## config.mk

```make
export PLATFORM = sky130hd
export DESIGN_NAME = bpn_port
export DESIGN_NICKNAME = d
export VERILOG_FILES = /design/src/core/bpn_pkg.sv /design/src/core/bpn_nibble_latch.sv /design/src/core/bpn_port.sv
export SDC_FILE = /design/constraint.sdc
export NUM_CORES = 1
export LEC_CHECK = 0
export BUFFER_PORTS_ARGS = -buffer_cell sky130_fd_sc_hd__buf_2
export CAP_MARGIN = 20
export CORE_UTILIZATION = 25
export DETAILED_ROUTE_END_ITERATION = 12
export REMOVE_ABC_BUFFERS = 1
export SYNTH_ARGS = -nofsm -noshare
export SYNTH_HDL_FRONTEND = slang
export SYNTH_HIERARCHICAL = 1
export SYNTH_SLANG_ARGS = --single-unit
export TNS_END_PERCENT = 1
```

## constraint.sdc

```tcl
create_clock -name sys_clk -period 4 [get_ports sys_clk]
set_clock_uncertainty 0.15 [all_clocks]
set_input_delay 1 -clock sys_clk [delete_from_list [all_inputs] [get_ports sys_clk]]
set_output_delay 1 -clock sys_clk [all_outputs]
set_load 0.01 [all_outputs]
```

## src/core/bpn_pkg.sv

```systemverilog
package bpn_pkg;

    localparam int PORT_W = 8;
    localparam int NIB_W = 4;
    localparam int IO_ADDR_W = 16;

    // Internal I/O addresses
    localparam logic [IO_ADDR_W-1:0] ADR_PIN_DATA = 16'h0048;
    localparam logic [IO_ADDR_W-1:0] ADR_NIBBLE_TIMING_CONTROL = 16'h004c;
    localparam logic [IO_ADDR_W-1:0] ADR_ALTERNATE_FUNCTION_SELECT = 16'h004d;
    localparam logic [IO_ADDR_W-1:0] ADR_OUTPUT_DRIVE_TYPE = 16'h004e;
    localparam logic [IO_ADDR_W-1:0] ADR_PIN_DIRECTION = 16'h004f;

    // Field positions in nibble_timing_control
    localparam int CTL_LOWER_LSB = 0;
    localparam int CTL_UPPER_LSB = 4;

    // Pin positions in alternate_function_select
    localparam int FN_F_TX_CLOCK = 0;
    localparam int FN_F_RX_CLOCK = 1;
    localparam int FN_F_TX_DATA = 2;
    localparam int FN_E_TX_CLOCK = 4;
    localparam int FN_E_RX_CLOCK = 5;
    localparam int FN_E_TX_DATA = 6;

    // Values after reset
    localparam logic [PORT_W-1:0] RST_PIN_DIRECTION = 8'h00;
    localparam logic [1:0] RST_TIMING_SEL = 2'h0;
    localparam logic [NIB_W-1:0] RST_FINAL_NIBBLE = 4'h0;
    localparam logic [PORT_W-1:0] RST_RD_DATA = 8'h00;
    localparam logic [PORT_W-1:0] RST_SYNC = 8'h00;

    typedef enum logic [1:0] {
        bpn_sel_pclk_half,
        bpn_sel_timer_a1,
        bpn_sel_timer_b1,
        bpn_sel_timer_b2
    } bpn_timing_sel_type;

    typedef struct packed {
        logic [IO_ADDR_W-1:0] addr;
        logic wr;
        logic rd;
        logic [PORT_W-1:0] wdata;
    } bpn_io_req_type;

    typedef struct packed {
        logic timer_b2;
        logic timer_b1;
        logic timer_a1;
        logic pclk_half;
    } bpn_pulses_type;

    typedef struct packed {
        logic e_tx_data;
        logic e_rx_clock;
        logic e_tx_clock;
        logic f_tx_data;
        logic f_rx_clock;
        logic f_tx_clock;
    } bpn_serial_out_type;

    typedef struct packed {
        logic [PORT_W-1:0] out;
        logic [PORT_W-1:0] oe;
    } bpn_pads_type;

endpackage : bpn_pkg

```

## src/core/bpn_nibble_latch.sv

```systemverilog
`timescale 1ns/1ps
module bpn_nibble_latch #(
    parameter int WIDTH = 4
) (
    input wire logic sys_clk,
    input wire logic arst_n,
    input wire bpn_pkg::bpn_timing_sel_type sel,
    input wire bpn_pkg::bpn_pulses_type pulses,
    input wire logic [WIDTH-1:0] preload,
    output logic [WIDTH-1:0] final_q
);

    // Refuse a latch that holds no bits
    if (WIDTH < 1) begin : g_width_check
        $error("bpn_nibble_latch: WIDTH must be at least 1");
    end

    logic transfer;
    logic [WIDTH-1:0] final_d;

    // Pick the timing pulse that moves preload into the final register
    assign transfer = (sel == bpn_pkg::bpn_sel_pclk_half) ? pulses.pclk_half :
                      (sel == bpn_pkg::bpn_sel_timer_a1) ? pulses.timer_a1 :
                      (sel == bpn_pkg::bpn_sel_timer_b1) ? pulses.timer_b1 :
                      pulses.timer_b2;
    assign final_d = transfer ? preload : final_q;

    always_ff @(posedge sys_clk or negedge arst_n) begin
        if (!arst_n) begin
            final_q <= bpn_pkg::RST_FINAL_NIBBLE;
        end else begin
            final_q <= final_d;
        end
    end

endmodule : bpn_nibble_latch

```

## src/core/bpn_port.sv

```systemverilog
`timescale 1ns/1ps
module bpn_port #(
    parameter int ADDR_W = 16,
    parameter int WIDTH = 8
) (
    input wire logic sys_clk,
    input wire logic arst_n,
    input wire bpn_pkg::bpn_io_req_type io_req,
    output logic [WIDTH-1:0] io_rd_data,
    output logic io_rd_valid,
    input wire logic [WIDTH-1:0] pad_in,
    output bpn_pkg::bpn_pads_type pads,
    input wire logic timer_a1_pulse,
    input wire logic timer_b1_pulse,
    input wire logic timer_b2_pulse,
    input wire bpn_pkg::bpn_serial_out_type serial_out,
    output logic [WIDTH-1:0] serial_pin_levels
);

    // The decode constants and the pin map are fixed at a byte and a 16-bit address
    if (ADDR_W != bpn_pkg::IO_ADDR_W) begin : g_addr_check
        $error("bpn_port: ADDR_W must match the internal I/O address width");
    end
    if (WIDTH != bpn_pkg::PORT_W) begin : g_width_check
        $error("bpn_port: WIDTH must be 8, the port is byte wide");
    end

    localparam int NW = bpn_pkg::NIB_W;

    // Address decode
    logic sel_data;
    logic sel_ctl;
    logic sel_fn;
    logic sel_drive;
    logic sel_dir;
    logic wr_data;
    logic wr_ctl;
    logic wr_fn;
    logic wr_drive;
    logic wr_dir;
    logic rd_data;

    assign sel_data = (io_req.addr == bpn_pkg::ADR_PIN_DATA);
    assign sel_ctl = (io_req.addr == bpn_pkg::ADR_NIBBLE_TIMING_CONTROL);
    assign sel_fn = (io_req.addr == bpn_pkg::ADR_ALTERNATE_FUNCTION_SELECT);
    assign sel_drive = (io_req.addr == bpn_pkg::ADR_OUTPUT_DRIVE_TYPE);
    assign sel_dir = (io_req.addr == bpn_pkg::ADR_PIN_DIRECTION);

    assign wr_data = io_req.wr && sel_data;
    assign wr_ctl = io_req.wr && sel_ctl;
    assign wr_fn = io_req.wr && sel_fn;
    assign wr_drive = io_req.wr && sel_drive;
    assign wr_dir = io_req.wr && sel_dir;
    assign rd_data = io_req.rd && sel_data;

    // Pin input synchroniser
    logic [WIDTH-1:0] sync1_q;
    logic [WIDTH-1:0] sync2_q;

    always_ff @(posedge sys_clk or negedge arst_n) begin
        if (!arst_n) begin
            sync1_q <= bpn_pkg::RST_SYNC;
            sync2_q <= bpn_pkg::RST_SYNC;
        end else begin
            sync1_q <= pad_in;
            sync2_q <= sync1_q;
        end
    end

    assign serial_pin_levels = sync2_q;

    // Register file
    logic [WIDTH-1:0] preload_q;
    logic [WIDTH-1:0] preload_d;
    logic [WIDTH-1:0] fn_q;
    logic [WIDTH-1:0] fn_d;
    logic [WIDTH-1:0] drive_q;
    logic [WIDTH-1:0] drive_d;
    logic [WIDTH-1:0] dir_q;
    logic [WIDTH-1:0] dir_d;
    bpn_pkg::bpn_timing_sel_type upper_sel_q;
    bpn_pkg::bpn_timing_sel_type upper_sel_d;
    bpn_pkg::bpn_timing_sel_type lower_sel_q;
    bpn_pkg::bpn_timing_sel_type lower_sel_d;

    assign preload_d = wr_data ? io_req.wdata : preload_q;
    assign fn_d = wr_fn ? io_req.wdata : fn_q;
    assign drive_d = wr_drive ? io_req.wdata : drive_q;
    assign dir_d = wr_dir ? io_req.wdata : dir_q;
    assign upper_sel_d = wr_ctl ?
        bpn_pkg::bpn_timing_sel_type'(io_req.wdata[bpn_pkg::CTL_UPPER_LSB +: 2]) :
        upper_sel_q;
    assign lower_sel_d = wr_ctl ?
        bpn_pkg::bpn_timing_sel_type'(io_req.wdata[bpn_pkg::CTL_LOWER_LSB +: 2]) :
        lower_sel_q;

    // Storage that reset leaves alone
    always_ff @(posedge sys_clk) begin
        preload_q <= preload_d;
        fn_q <= fn_d;
        drive_q <= drive_d;
    end

    always_ff @(posedge sys_clk or negedge arst_n) begin
        if (!arst_n) begin
            dir_q <= bpn_pkg::RST_PIN_DIRECTION;
        end else begin
            dir_q <= dir_d;
        end
    end

    always_ff @(posedge sys_clk or negedge arst_n) begin
        if (!arst_n) begin
            upper_sel_q <= bpn_pkg::bpn_timing_sel_type'(bpn_pkg::RST_TIMING_SEL);
            lower_sel_q <= bpn_pkg::bpn_timing_sel_type'(bpn_pkg::RST_TIMING_SEL);
        end else begin
            upper_sel_q <= upper_sel_d;
            lower_sel_q <= lower_sel_d;
        end
    end

    // Peripheral clock divided by two: a pulse on every second cycle
    logic half_q;
    logic half_d;

    assign half_d = ~half_q;

    always_ff @(posedge sys_clk or negedge arst_n) begin
        if (!arst_n) begin
            half_q <= 1'b0;
        end else begin
            half_q <= half_d;
        end
    end

    bpn_pkg::bpn_pulses_type pulses;

    assign pulses.pclk_half = half_q;
    assign pulses.timer_a1 = timer_a1_pulse;
    assign pulses.timer_b1 = timer_b1_pulse;
    assign pulses.timer_b2 = timer_b2_pulse;

    // Final output register, one latch per nibble
    logic [WIDTH-1:0] final_out;

    bpn_nibble_latch #(
        .WIDTH(NW)
    ) u_lower (
        .sys_clk(sys_clk),
        .arst_n(arst_n),
        .sel(lower_sel_q),
        .pulses(pulses),
        .preload(preload_q[NW-1:0]),
        .final_q(final_out[NW-1:0])
    );

    bpn_nibble_latch #(
        .WIDTH(NW)
    ) u_upper (
        .sys_clk(sys_clk),
        .arst_n(arst_n),
        .sel(upper_sel_q),
        .pulses(pulses),
        .preload(preload_q[WIDTH-1:NW]),
        .final_q(final_out[WIDTH-1:NW])
    );

    // Alternate outputs by pin; pins 7 and 3 have none and keep port data
    logic [WIDTH-1:0] alt_out;
    logic [WIDTH-1:0] alt_avail;

    assign alt_out[7] = 1'b0;
    assign alt_out[bpn_pkg::FN_E_TX_DATA] = serial_out.e_tx_data;
    assign alt_out[bpn_pkg::FN_E_RX_CLOCK] = serial_out.e_rx_clock;
    assign alt_out[bpn_pkg::FN_E_TX_CLOCK] = serial_out.e_tx_clock;
    assign alt_out[3] = 1'b0;
    assign alt_out[bpn_pkg::FN_F_TX_DATA] = serial_out.f_tx_data;
    assign alt_out[bpn_pkg::FN_F_RX_CLOCK] = serial_out.f_rx_clock;
    assign alt_out[bpn_pkg::FN_F_TX_CLOCK] = serial_out.f_tx_clock;
    assign alt_avail = 8'h77;

    logic [WIDTH-1:0] pin_value;
    logic [WIDTH-1:0] use_alt;

    assign use_alt = fn_q & alt_avail;
    assign pin_value = (use_alt & alt_out) | (~use_alt & final_out);

    // Pad drive: open-drain drives only a low; no drive while an input
    logic [WIDTH-1:0] drive_en;
    logic [WIDTH-1:0] drive_val;

    genvar i;
    generate
        for (i = 0; i < WIDTH; i++) begin : g_pad
            assign drive_val[i] = dir_q[i] & ~drive_q[i] & pin_value[i];
            assign drive_en[i] = dir_q[i] & (~drive_q[i] | ~pin_value[i]);
        end
    endgenerate

    assign pads.out = drive_val;
    assign pads.oe = drive_en;

    // Read path: only the pin data address reads back, giving the synchronised pin levels; other addresses give zero
    logic [WIDTH-1:0] rd_data_q;
    logic [WIDTH-1:0] rd_data_d;
    logic rd_valid_q;
    logic rd_valid_d;

    assign rd_data_d = rd_data ? sync2_q : (io_req.rd ? bpn_pkg::RST_RD_DATA : rd_data_q);
    assign rd_valid_d = io_req.rd;

    always_ff @(posedge sys_clk or negedge arst_n) begin
        if (!arst_n) begin
            rd_data_q <= bpn_pkg::RST_RD_DATA;
            rd_valid_q <= 1'b0;
        end else begin
            rd_data_q <= rd_data_d;
            rd_valid_q <= rd_valid_d;
        end
    end

    assign io_rd_data = rd_data_q;
    assign io_rd_valid = rd_valid_q;

endmodule : bpn_port

```

==> impl_summary.md, run 1 <==
Pwr
In this run the power density over the cells is approximately 390 nW/um2. The largest vdd supply drop is about 0.21 mV. Summed over all cells, the static leakage comes to between 1.5 and 2 nW.

The total power draw is around 0.0013 W.

Drt
The detailed router finished its first iteration with roughly 70 violations. Using the TritonRoute via totals, the vias-per-cell ratio works out to approximately 4.2. The final route contains 1575 vias. The final wirelength is about 5.1 mm.

The detailed-router iteration count before antenna repair is 4. Once detail routing completed, the nets flagged for antenna violations numbered 0. The DRC violation count after routing is 0. The detail-routed net length per standard cell is about 14 um.

Timing
The setup TNS is 0 ns. Setup violations remaining at the end of the flow were counted as 0. The worst path uses between 60% and 70% of the clock period. The number of max-slew violations in the final report is 0.

The worst path needs ~2.7 ns of the cycle, external delays included. Headroom to the max-slew limit came out at between 40 and 50%. The post-route worst hold slack is just under 0.2 ns. The total count of hold-check failures in the final report is 0.

The pin slew with the least headroom to its limit is between 0.7 and 0.8 ns. Timing would allow up to 372 MHz. Setup repair after global routing left no endpoint under its margin.

Logic synthesis
The cell count after synthesis is between 100 and 150. The number of flip-flops and latches in the synthesized netlist is a little under 70. The mapped cell area is approximately 2500 um2. In this run, distinct cell masters in the synthesized netlist total 22. The most common flop cell mapped by yosys is sky130_fd_sc_hd__dfrtp_1.

The synthesized design contains 22 enable-type register cells. The count of warnings emitted by yosys is 6. Sequential elements use between 70% and 80% of the synthesized area. In this run the mean area of a mapped cell was between 15 and 20 um2.

The share of flip-flops with an asynchronous set or reset is around two thirds.

Setup path
Among the stages of the critical path, the cell type that occurs most often is sky130_fd_sc_hd__buf_2. STA classifies the critical path endpoint as a primary output. The critical-path maximum fanout is 2.

The standard cell with the maximum stage delay on the critical path is sky130_fd_sc_hd__mux2i_1. The largest incremental delay on the critical path is around 0.18 ns. Walking the worst path, the cells encountered are buf_2 -> mux2i_1 -> o21a_1 -> buf_2.

Data on the critical path arrives at its endpoint at between 1.5 and 2 ns. The critical path startpoint category is an input pin. The critical path is of the input pin to primary output type. The required time at the worst-slack endpoint is 2.85 ns. On the critical path the largest part of the delay comes from buffers and inverters.

Together, buffers and inverters on the worst path number 2.

Global routing
The number of antenna violations at the first check in global routing is 0. Entering global routing, the biggest net connects 47 pins. Across every metal layer, demand over resource in global routing totals 10.9%. The number of global-route vias before repair came to 1644. The first global-routing pass estimated between 8 and 9 mm of wire. The total grt overflow is 0.

Cells and area
The commonest non-fill, non-tap cell in the layout is sky130_fd_sc_hd__buf_2. The footprint of the multi-input gates is between 600 and 700 um2. The share of layout cells above drive strength 1 is between 40 and 50%. The top cell types in the final layout, fill and taps aside, are 77 x sky130_fd_sc_hd__buf_2, 46 x sky130_fd_sc_hd__dfrtp_1, 22 x sky130_fd_sc_hd__edfxtp_1. The area added between synthesis and finish is 30.8%.

The sequential cell area in the final layout is 1810 um2. The number of antenna diodes in the final layout is 0. For this run, the share of the core covered by cells in the final layout is approximately a third.

The final instance count without filler cells is 378. Fill cells in the final layout number ~1000. The final net count is approximately 290.

Clock network
Hold repair after CTS inserted 0 buffers. Clock-pin slew was measured on the worst setup and hold paths at roughly 0.060 ns. The clock buffer count from CTS is 9. Once the clock tree was built, the setup fixing pass inserted 0 buffers.

The clock passes through at most 2 buffers. TritonCTS built the clock tree. The clock net in this run drives a total of slightly below 70 sinks. The H-tree generated during clock tree synthesis spans 3 levels. The clock reaches the later pin of the worst-skew pair after approximately 0.33 ns. The total of cells resized after clock tree synthesis is 0. In this run the clock root is driven by a sky130_fd_sc_hd__clkbuf_8.

Hold path
The path class of the tightest hold or removal check is register to register.

Floorplanning
The floorplan has 36 rows. The die area is between 10000 and 15000 um2. The placeable core area is 9770 um2. Once the floorplan was initialized, standard cells occupied between 20 and 30% of the core. The overall die width is 102 um. The boundary pin count is 78. The die boundary height is ~100 um.

Placement
The congestion estimate from routability-driven global placement came to 0.732. The number of placed cells counting well taps is approximately 360. The total half-perimeter wirelength after legalization and detailed placement is roughly 3.8 mm. During placement, the flow inserted port buffers numbering 77.

Run
The tool flagged a number of max-cap violations equal to 0.

Status
The run finished with clean final reports.
-- metal layers --
layer,global-route usage (%),up-vias,routed length [um]
met1,13.2,762,2220
met4,3.63,0,42
met5,0,-,0
met2,17.0,76,2440
met3,5.40,4,437
li1,-,733,-
-- registers in the layout (all words and copies together), names as in the netlist, 4 cells and up --
register / count
io_rd_data: 8
dir_q: 8
preload_q: 8
serial_pin_levels: 8
sync1_q: 8
u_lower/final_q: 4
u_upper/final_q: 4
fn_q: 6
drive_q: 8
-- synth_stat cells, types with 2 or more instances --
cell type / count / area (um2)
sky130_fd_sc_hd__o21a_1: 6 / 45.0
sky130_fd_sc_hd__nor2_1: 5 / 18.8
sky130_fd_sc_hd__a22o_1: 8 / 70.1
sky130_fd_sc_hd__mux2_2: 12 / 135
sky130_fd_sc_hd__nor3_1: 3 / 15.0
sky130_fd_sc_hd__mux2_1: 8 / 90.1
sky130_fd_sc_hd__a21boi_0: 2 / 15.0
sky130_fd_sc_hd__inv_1: 9 / 33.8
sky130_fd_sc_hd__mux4_2: 2 / 45.0
sky130_fd_sc_hd__mux2i_1: 6 / 60.1
sky130_fd_sc_hd__nor3b_1: 7 / 52.6
sky130_fd_sc_hd__nand2_1: 5 / 18.8
sky130_fd_sc_hd__edfxtp_1: 22 / 661
sky130_fd_sc_hd__dfrtp_1: 46 / 1150
-- cell families (layout without fill, tap and decap cells) --
kind of cell	count (synthesis)	count (layout)	share of synthesized area (%)
flops	68	68	72.1
mux	28	28	13.1
simple gates	28	28	8.22
compound gates	16	16	5.18
buf+inv	9	105	1.34
-- final cells by class --
type | count | area share (%)
inverter | 9 | 1.03
sequential | 68 | 55.1
clock buffer | 15 | 5.37
multi-input combinational | 72 | 20.5
tap | 133 | 5.06
timing repair buffer | 80 | 12.8
clock inverter | 1 | 0.152
-- report_power, final --
part	total, W	internal (W)	switching (W)
Combinational	0.0000566	0.0000244	0.0000321
Sequential	0.000731	0.000727	0.00000332
Clock	0.000507	0.000276	0.000231
-- worst register-to-register path: cells and delay by family (launching register included) --
kind	cells	cell delay, ns
multiplexers	2	0.95
flip-flops	1	0.37
-- final timing paths --
path                           startpoint              endpoint  slack (ns)  depth (start not counted)
setup / recovery            serial_out[4]               pads[5]        1.31                          4
hold / removal                 sync1_q[4]  serial_pin_levels[4]        0.20                          0
setup reg to reg           upper_sel_q[0]    u_upper/final_q[3]        2.41                          2
hold reg to reg                sync1_q[4]  serial_pin_levels[4]        0.20                          0
max in group asynchronous          arst_n    u_lower/final_q[1]        2.91                          2
min in group asynchronous          arst_n            sync1_q[7]        0.34                          1
-- through the flow --
stage / area (um2) / setup slack [ns]
3_3_place_gp: 3090 / 1.08
3_5_place_dp: 3090 / 1.04
6_report: 3290 / 1.31
5_1_grt: 3290 / 1.24
4_1_cts: 3270 / 1.30
2_1_floorplan: 2510 / 1.05
Note: power is estimated with default switching activity, not from simulation.
==> run 2, diff against run 1 <==
Clock period 4 ns to 2.28 ns, I/O delays scaled along.
==> impl_summary.md, run 2 (synthesized netlist as in run 1, its figures left out) <==
Status
Status: finished clean (unchanged).

Setup path
The required time at the worst-slack endpoint was 1.56 ns (was 2.85 ns). The critical-path maximum fanout came to 2 (unchanged). The total buffers and inverters traversed by the critical path is 1 (was 2).

The standard cell with the maximum stage delay on the critical path is sky130_fd_sc_hd__edfxtp_1 (was sky130_fd_sc_hd__mux2i_1). The worst path arrival time is 1.21 ns (was 1.54 ns). The kind of critical path is register to primary output (was input pin to primary output). Critical-path cell list: mux2i_1 -> nor3b_1 -> buf_2 (was buf_2 -> mux2i_1 -> o21a_1 -> buf_2).

The critical path startpoint category is a register (was input pin). The largest incremental delay on the critical path came to 0.38 ns (was 0.18 ns). The kind of cell with the highest combined delay on the critical path is flip-flops (was buffers and inverters).

The category of the worst setup path capture point is a primary output (unchanged).

Placement
The quantity of I/O buffers inserted on ports is 77 (unchanged). The global placement routability congestion is 0.727 (was 0.732). The number of placed cells counting well taps was 366 (was 361). The pre-CTS setup slack is 0.0161 ns (was 1.04 ns). The area after detailed placement is 3150 um2 (was 3090 um2). The total half-perimeter wirelength after legalization and detailed placement is 3.89 mm (was 3.83 mm).

Floorplanning
The starting density of the core is 25.7% (unchanged). The boundary pin count is 78 (unchanged). The die area is 10500 um2 (unchanged).

The overall die width is 102 um (unchanged). The die boundary height is 102 um (unchanged). The row count is 36 (unchanged).

The placeable core area is 9770 um2 (unchanged).

Timing
The headroom to the max-slew limit is 66.6% (was 46.6%). The pin slew with the least headroom to its limit came to 0.501 ns (was 0.798 ns). In the finished design, the share of the clock period the worst path needs comes to a little over four fifths. The final setup violation count is 0 (unchanged).

For this run, the top clock speed supported by timing is slightly above 500 MHz. The post-route worst setup slack is 0.346 ns (was 1.31 ns). The number of max-slew violations in the final report came to 0 (unchanged). The time the worst path needs with I/O delays and setup is 1.93 ns. The total count of hold-check failures in the final report came to 0 (unchanged). RSZ-0062 raised after global routing: false (unchanged).

Clock network
The maximum buffer depth of the clock tree is 2 (unchanged). The library cell used as clock root buffer is sky130_fd_sc_hd__clkbuf_8 (unchanged). The clock sink total came to 68 (unchanged).

The total setup buffers inserted after CTS is 0 (unchanged). The deepest level of the CTS H-tree was 3 (unchanged). The clock-pin slew on the worst setup and hold paths was 0.07 ns (was 0.06 ns). The clock tree from TritonCTS was done (unchanged).

The clock latency on the worst-skew pair is 0.34 ns (was 0.33 ns). The total of cells resized after clock tree synthesis is 0 (unchanged). The clock buffer count from CTS is 9 (unchanged). The post-cts hold buffer count is 0 (unchanged).

Drt
The detailed-router iteration count before antenna repair is 3 (was 4). The via density per instance is 4.16 (was 4.17). The initial detailed-routing violation count came to 44 (was 71). The count of nets left with antenna violations after detail routing is 0 (unchanged). The detail-routed net length per standard cell is 13.5 um (was 13.6 um). The DRC violation count after routing was 0 (unchanged). The total number of vias is 1590 (was 1575). The final wirelength is 5.16 mm (was 5.13 mm).

Cells and area
The commonest non-fill, non-tap cell in the layout is sky130_fd_sc_hd__buf_2 (unchanged). The share of layout cells above drive strength 1 was 47.8% (was 45.7%). The final instance area is 3380 um2 (was 3290 um2).

Highest-count cells in the layout ignoring fill and taps: 77 x sky130_fd_sc_hd__buf_2, 46 x sky130_fd_sc_hd__dfrtp_1, 22 x sky130_fd_sc_hd__edfxtp_1 (unchanged). The final instance count without filler cells is 382 (was 378). The number of antenna diodes is 0 (unchanged). The final net count came to 289 (was 285). The area added between synthesis and finish is 34.6% (was 30.8%).

Global routing
The wire length of the first global-routing pass is 8.20 mm (was 8.12 mm). The total global routing track utilization is 11.0% (was 10.9%). The maximum number of pins on one net before global-route repair came to 26 (was 47). The number of global-route vias before repair came to 1730 (was 1644). The number of antenna violations at the first check in global routing is 0 (unchanged). The total grt overflow came to 0 (unchanged).

Hold path
The path type of the worst min-delay path is input pin to asynchronous set/reset pin (was register to register).

Pwr
The power density over the cells is 724 nW/um2 (was 394 nW/um2). The largest vdd supply drop is 0.443 mV (was 0.210 mV). The leakage power summed over all cells came to 1.58 nW (was 1.52 nW).

Run
The reported max-cap violation count is 0 (unchanged).
==> run 2: path summary, 6_finish.rpt <==
| check | slack, ns | cells past startpoint | startpoint | to |
|---|---|---|---|---|
| max | 0.35 | 3 | fn_q[5] | pads[13] |
| min | 0.03 | 1 | arst_n | sync1_q[6] |
| max reg2reg | 0.69 | 2 | upper_sel_q[0] | u_upper/final_q[3] |
| min reg2reg | 0.20 | 0 | sync1_q[0] | serial_pin_levels[0] |
| max in group asynchronous | 1.43 | 2 | arst_n | u_lower/final_q[2] |
| min in group sys_clk | 0.18 | 1 | pad_in[5] | sync1_q[5] |
==> run 2: metal layers <==
layer	up-vias	share of wire, %	global-route usage, %
met5	-	0	0
met2	73	48	17.8
li1	736	-	-
met1	775	41	12.1
met4	0	1.0	4.29
met3	6	9.5	5.81
==> run 2: power breakdown <==
group	internal (W)	total [W]	switching, W	leakage (nW)
registers	0.00128	0.00128	0.00000564	0.778
clock network	0.000624	0.00107	0.000445	0.121
logic	0.0000426	0.0000990	0.0000563	0.678
==> run 2: layout make-up <==
cell class | instances | area (um2)
Fill cell | 989 | 6390
Sequential cell | 68 | 1810
Inverter | 9 | 33.8
Multi-Input combinational cell | 72 | 673
Clock inverter | 3 | 20.0
Timing Repair Buffer | 84 | 463
Tap cell | 133 | 166
Clock buffer | 13 | 213
==> run 2: stage by stage <==
stage	util [%]	hold slack (ns)	setup TNS (ns)	total power, W
5_1_grt	34.6	0.0665	0	0.00255
3_5_place_dp	32.2	0.185	0	0.00141
3_3_place_gp	32.2	0.182	0	0.00141
4_1_cts	34.6	0.0352	0	0.00249
2_1_floorplan	-	0.124	-1.95	0.00132
6_report	34.6	0.0348	0	0.00245
==> run 3, diff against run 2 <==
Clock period 2.28 ns to 1.97 ns, I/O delays scaled along.
==> impl_summary.md, run 3 (synthesized netlist as in run 1, its figures left out) <==
Timing
The total count of hold-check failures in the final report was 0 (unchanged). RSZ-0062 raised after global routing: true (was false). The setup TNS is 0 ns (unchanged). The post-route worst hold slack was 0.103 ns (was 0.0348 ns). The pin slew with the least headroom to its limit is 0.296 ns (was 0.501 ns). The final setup violation count is 0 (unchanged). The fmax is about 540 MHz.

The smallest clock period supported by the final layout is computed as roughly 1.9 ns. The headroom to the max-slew limit came to 80.2% (was 66.6%). The final period utilization is 94.9%. The number of max-slew violations in the final report is 0 (unchanged).

Global routing
The maximum number of pins on one net before global-route repair came to 47 (was 26). The total grt overflow came to 0 (unchanged). The total global routing track utilization is 10.9% (was 11.0%). The wire length of the first global-routing pass is 8.12 mm (was 8.20 mm). The number of antenna violations at the first check in global routing is 0 (unchanged). The number of global-route vias before repair is 1707 (was 1730).

Setup path
The largest incremental delay on the critical path is 0.39 ns (was 0.38 ns). The required time at the worst-slack endpoint is 1.33 ns (was 1.56 ns). The critical-path maximum fanout is 2 (unchanged). The standard cell with the maximum stage delay on the critical path is sky130_fd_sc_hd__edfxtp_1 (unchanged).

The worst path arrival time is 1.23 ns (was 1.21 ns). The setup slack of the most critical reg-to-reg path is 0.40 ns (was 0.69 ns). The startpoint of the worst-slack reg-to-reg timing path is lower_sel_q[0] (was upper_sel_q[0]). The kind of critical path is register to primary output (unchanged). The critical path startpoint category is a register (unchanged). The category of the worst setup path capture point is a primary output (unchanged). Critical-path cell list: mux2i_1 -> nor3b_1 -> buf_2 (unchanged). The number of cells on the worst reg-to-reg path is 2 (unchanged). The capturing point of the worst reg2reg path is u_lower/final_q[3] (was u_upper/final_q[3]).

Clock network
The clock latency on the worst-skew pair came to 0.34 ns (about the same). The maximum buffer depth of the clock tree is 2 (unchanged). The clock sink total was 68 (unchanged).

The clock buffer count from CTS is 9 (unchanged). The clock tree from TritonCTS is done (unchanged). The library cell used as clock root buffer is sky130_fd_sc_hd__clkbuf_8 (unchanged). The clock-pin slew on the worst setup and hold paths is 0.07 ns (about the same). The deepest level of the CTS H-tree is 3 (unchanged).

Cells and area
The final net count is 292 (was 289). The number of antenna diodes is 0 (unchanged). The share of layout cells above drive strength 1 is 48.4% (was 47.8%). The area added between synthesis and finish is 35.8% (was 34.6%).

Highest-count cells in the layout ignoring fill and taps: 77 x sky130_fd_sc_hd__buf_2, 46 x sky130_fd_sc_hd__dfrtp_1, 22 x sky130_fd_sc_hd__edfxtp_1 (unchanged). The commonest non-fill, non-tap cell in the layout is sky130_fd_sc_hd__buf_2 (unchanged).

Placement
The global placement routability congestion is 0.724 (was 0.727). The quantity of I/O buffers inserted on ports is 77 (unchanged). The total half-perimeter wirelength after legalization and detailed placement is 3.85 mm (was 3.89 mm).

Drt
The final wirelength is 5.18 mm (was 5.16 mm). The detailed-router iteration count before antenna repair came to 4 (was 3). The count of nets left with antenna violations after detail routing is 0 (unchanged). The total number of vias came to 1606 (was 1590). The detail-routed net length per standard cell is 13.4 um (was 13.5 um). The via density per instance came to 4.17 (was 4.16). The DRC violation count after routing was 0 (unchanged). The initial detailed-routing violation count is 47 (was 44).

Floorplanning
The placeable core area is 9770 um2 (unchanged). The boundary pin count is 78 (unchanged). The row count is 36 (unchanged). The overall die width is 102 um (unchanged). The starting density of the core came to 25.7% (unchanged). The die boundary height is 102 um (unchanged). The die area is 10500 um2 (unchanged).

Hold path
In this run the most critical hold path is launched from pad_in[6]. The worst min-delay path endpoint is sync1_q[6]. The path type of the worst min-delay path is input pin to register (was input pin to asynchronous set/reset pin). The number of cells on the worst hold path is 1.

Status
Status: finished clean (unchanged).

Pwr
The largest vdd supply drop is 0.463 mV (was 0.443 mV). The power density over the cells is 832 nW/um2 (was 724 nW/um2). The leakage power summed over all cells was 1.59 nW (was 1.58 nW). The total power draw is 0.00284 W (was 0.00245 W).

Run
The reported max-cap violation count was 0 (unchanged).
## run 3: cell count changes in the layout (fill, tap and decap cells not counted), sizes merged
| cell | delta |
|---|---|
| buf | +2 |
| dlygate4sd3 | +1 |
## run 3: routing by layer
| layer | wire, um | vias to the layer above | track usage [%] |
|---|---|---|---|
| li1 | - | 748 | - |
| met1 | 2230 | 778 | 12.7 |
| met2 | 2500 | 72 | 17.2 |
| met3 | 400 | 8 | 5.61 |
| met4 | 46 | 0 | 3.96 |
| met5 | 0 | - | 0 |
## run 3: area by class of cell
cell class	count	area [um2]
clock buffer	13	213
clock inverter	3	20.0
fill	980	6360
inverter	9	33.8
multi-input combinational	72	678
sequential	68	1810
tap	133	166
timing repair buffer	87	488
## run 3: report_power, final
| part | switching (W) | leakage, nW | internal (W) |
|---|---|---|---|
| logic | 0.0000673 | 0.692 | 0.0000522 |
| clock network | 0.000514 | 0.121 | 0.000722 |
| registers | 0.00000650 | 0.778 | 0.00148 |
## run 3: worst max-delay path by stage
stage / from / end / slack, ns / depth (start not counted)
after global routing: fn_q[2] / pads[10] / -0.01 / 3
after CTS: fn_q[5] / pads[13] / 0.04 / 3
after detailed placement: io_req[19] / drive_q[1] / -0.22 / 6
final: fn_q[4] / pads[12] / 0.10 / 3
after global placement: io_req[19] / drive_q[0] / -0.18 / 6
after floorplan: io_req[19] / drive_q[0] / -0.48 / 3
## run 3: worst max-delay path, delay by kind of cell (launching register included)
family                 cells  cell delay (ns)
buffers and inverters      1             0.17
DFF                        1             0.39
muxes                      1             0.15
and+or+nand+nor            1             0.19
## run 3: what timing repair did
item | CTS | global route
setup endpoints to repair | 0 | 2
setup buffers | 0 | 0
hold buffers | 1 | 0
hold endpoints to repair | 46 | 0
resized for setup | 0 | 1
## run 3: through the flow
step | setup slack, ns | util, % | cells | instance area (um2)
floorplan | -0.477 | - | 149 | 2510
global placement | -0.178 | 32.4 | 368 | 3160
detailed placement | -0.223 | 32.4 | 368 | 3160
CTS | 0.0381 | 34.8 | 385 | 3410
global route | -0.0137 | 34.9 | 385 | 3410
finish | 0.101 | 34.9 | 385 | 3410
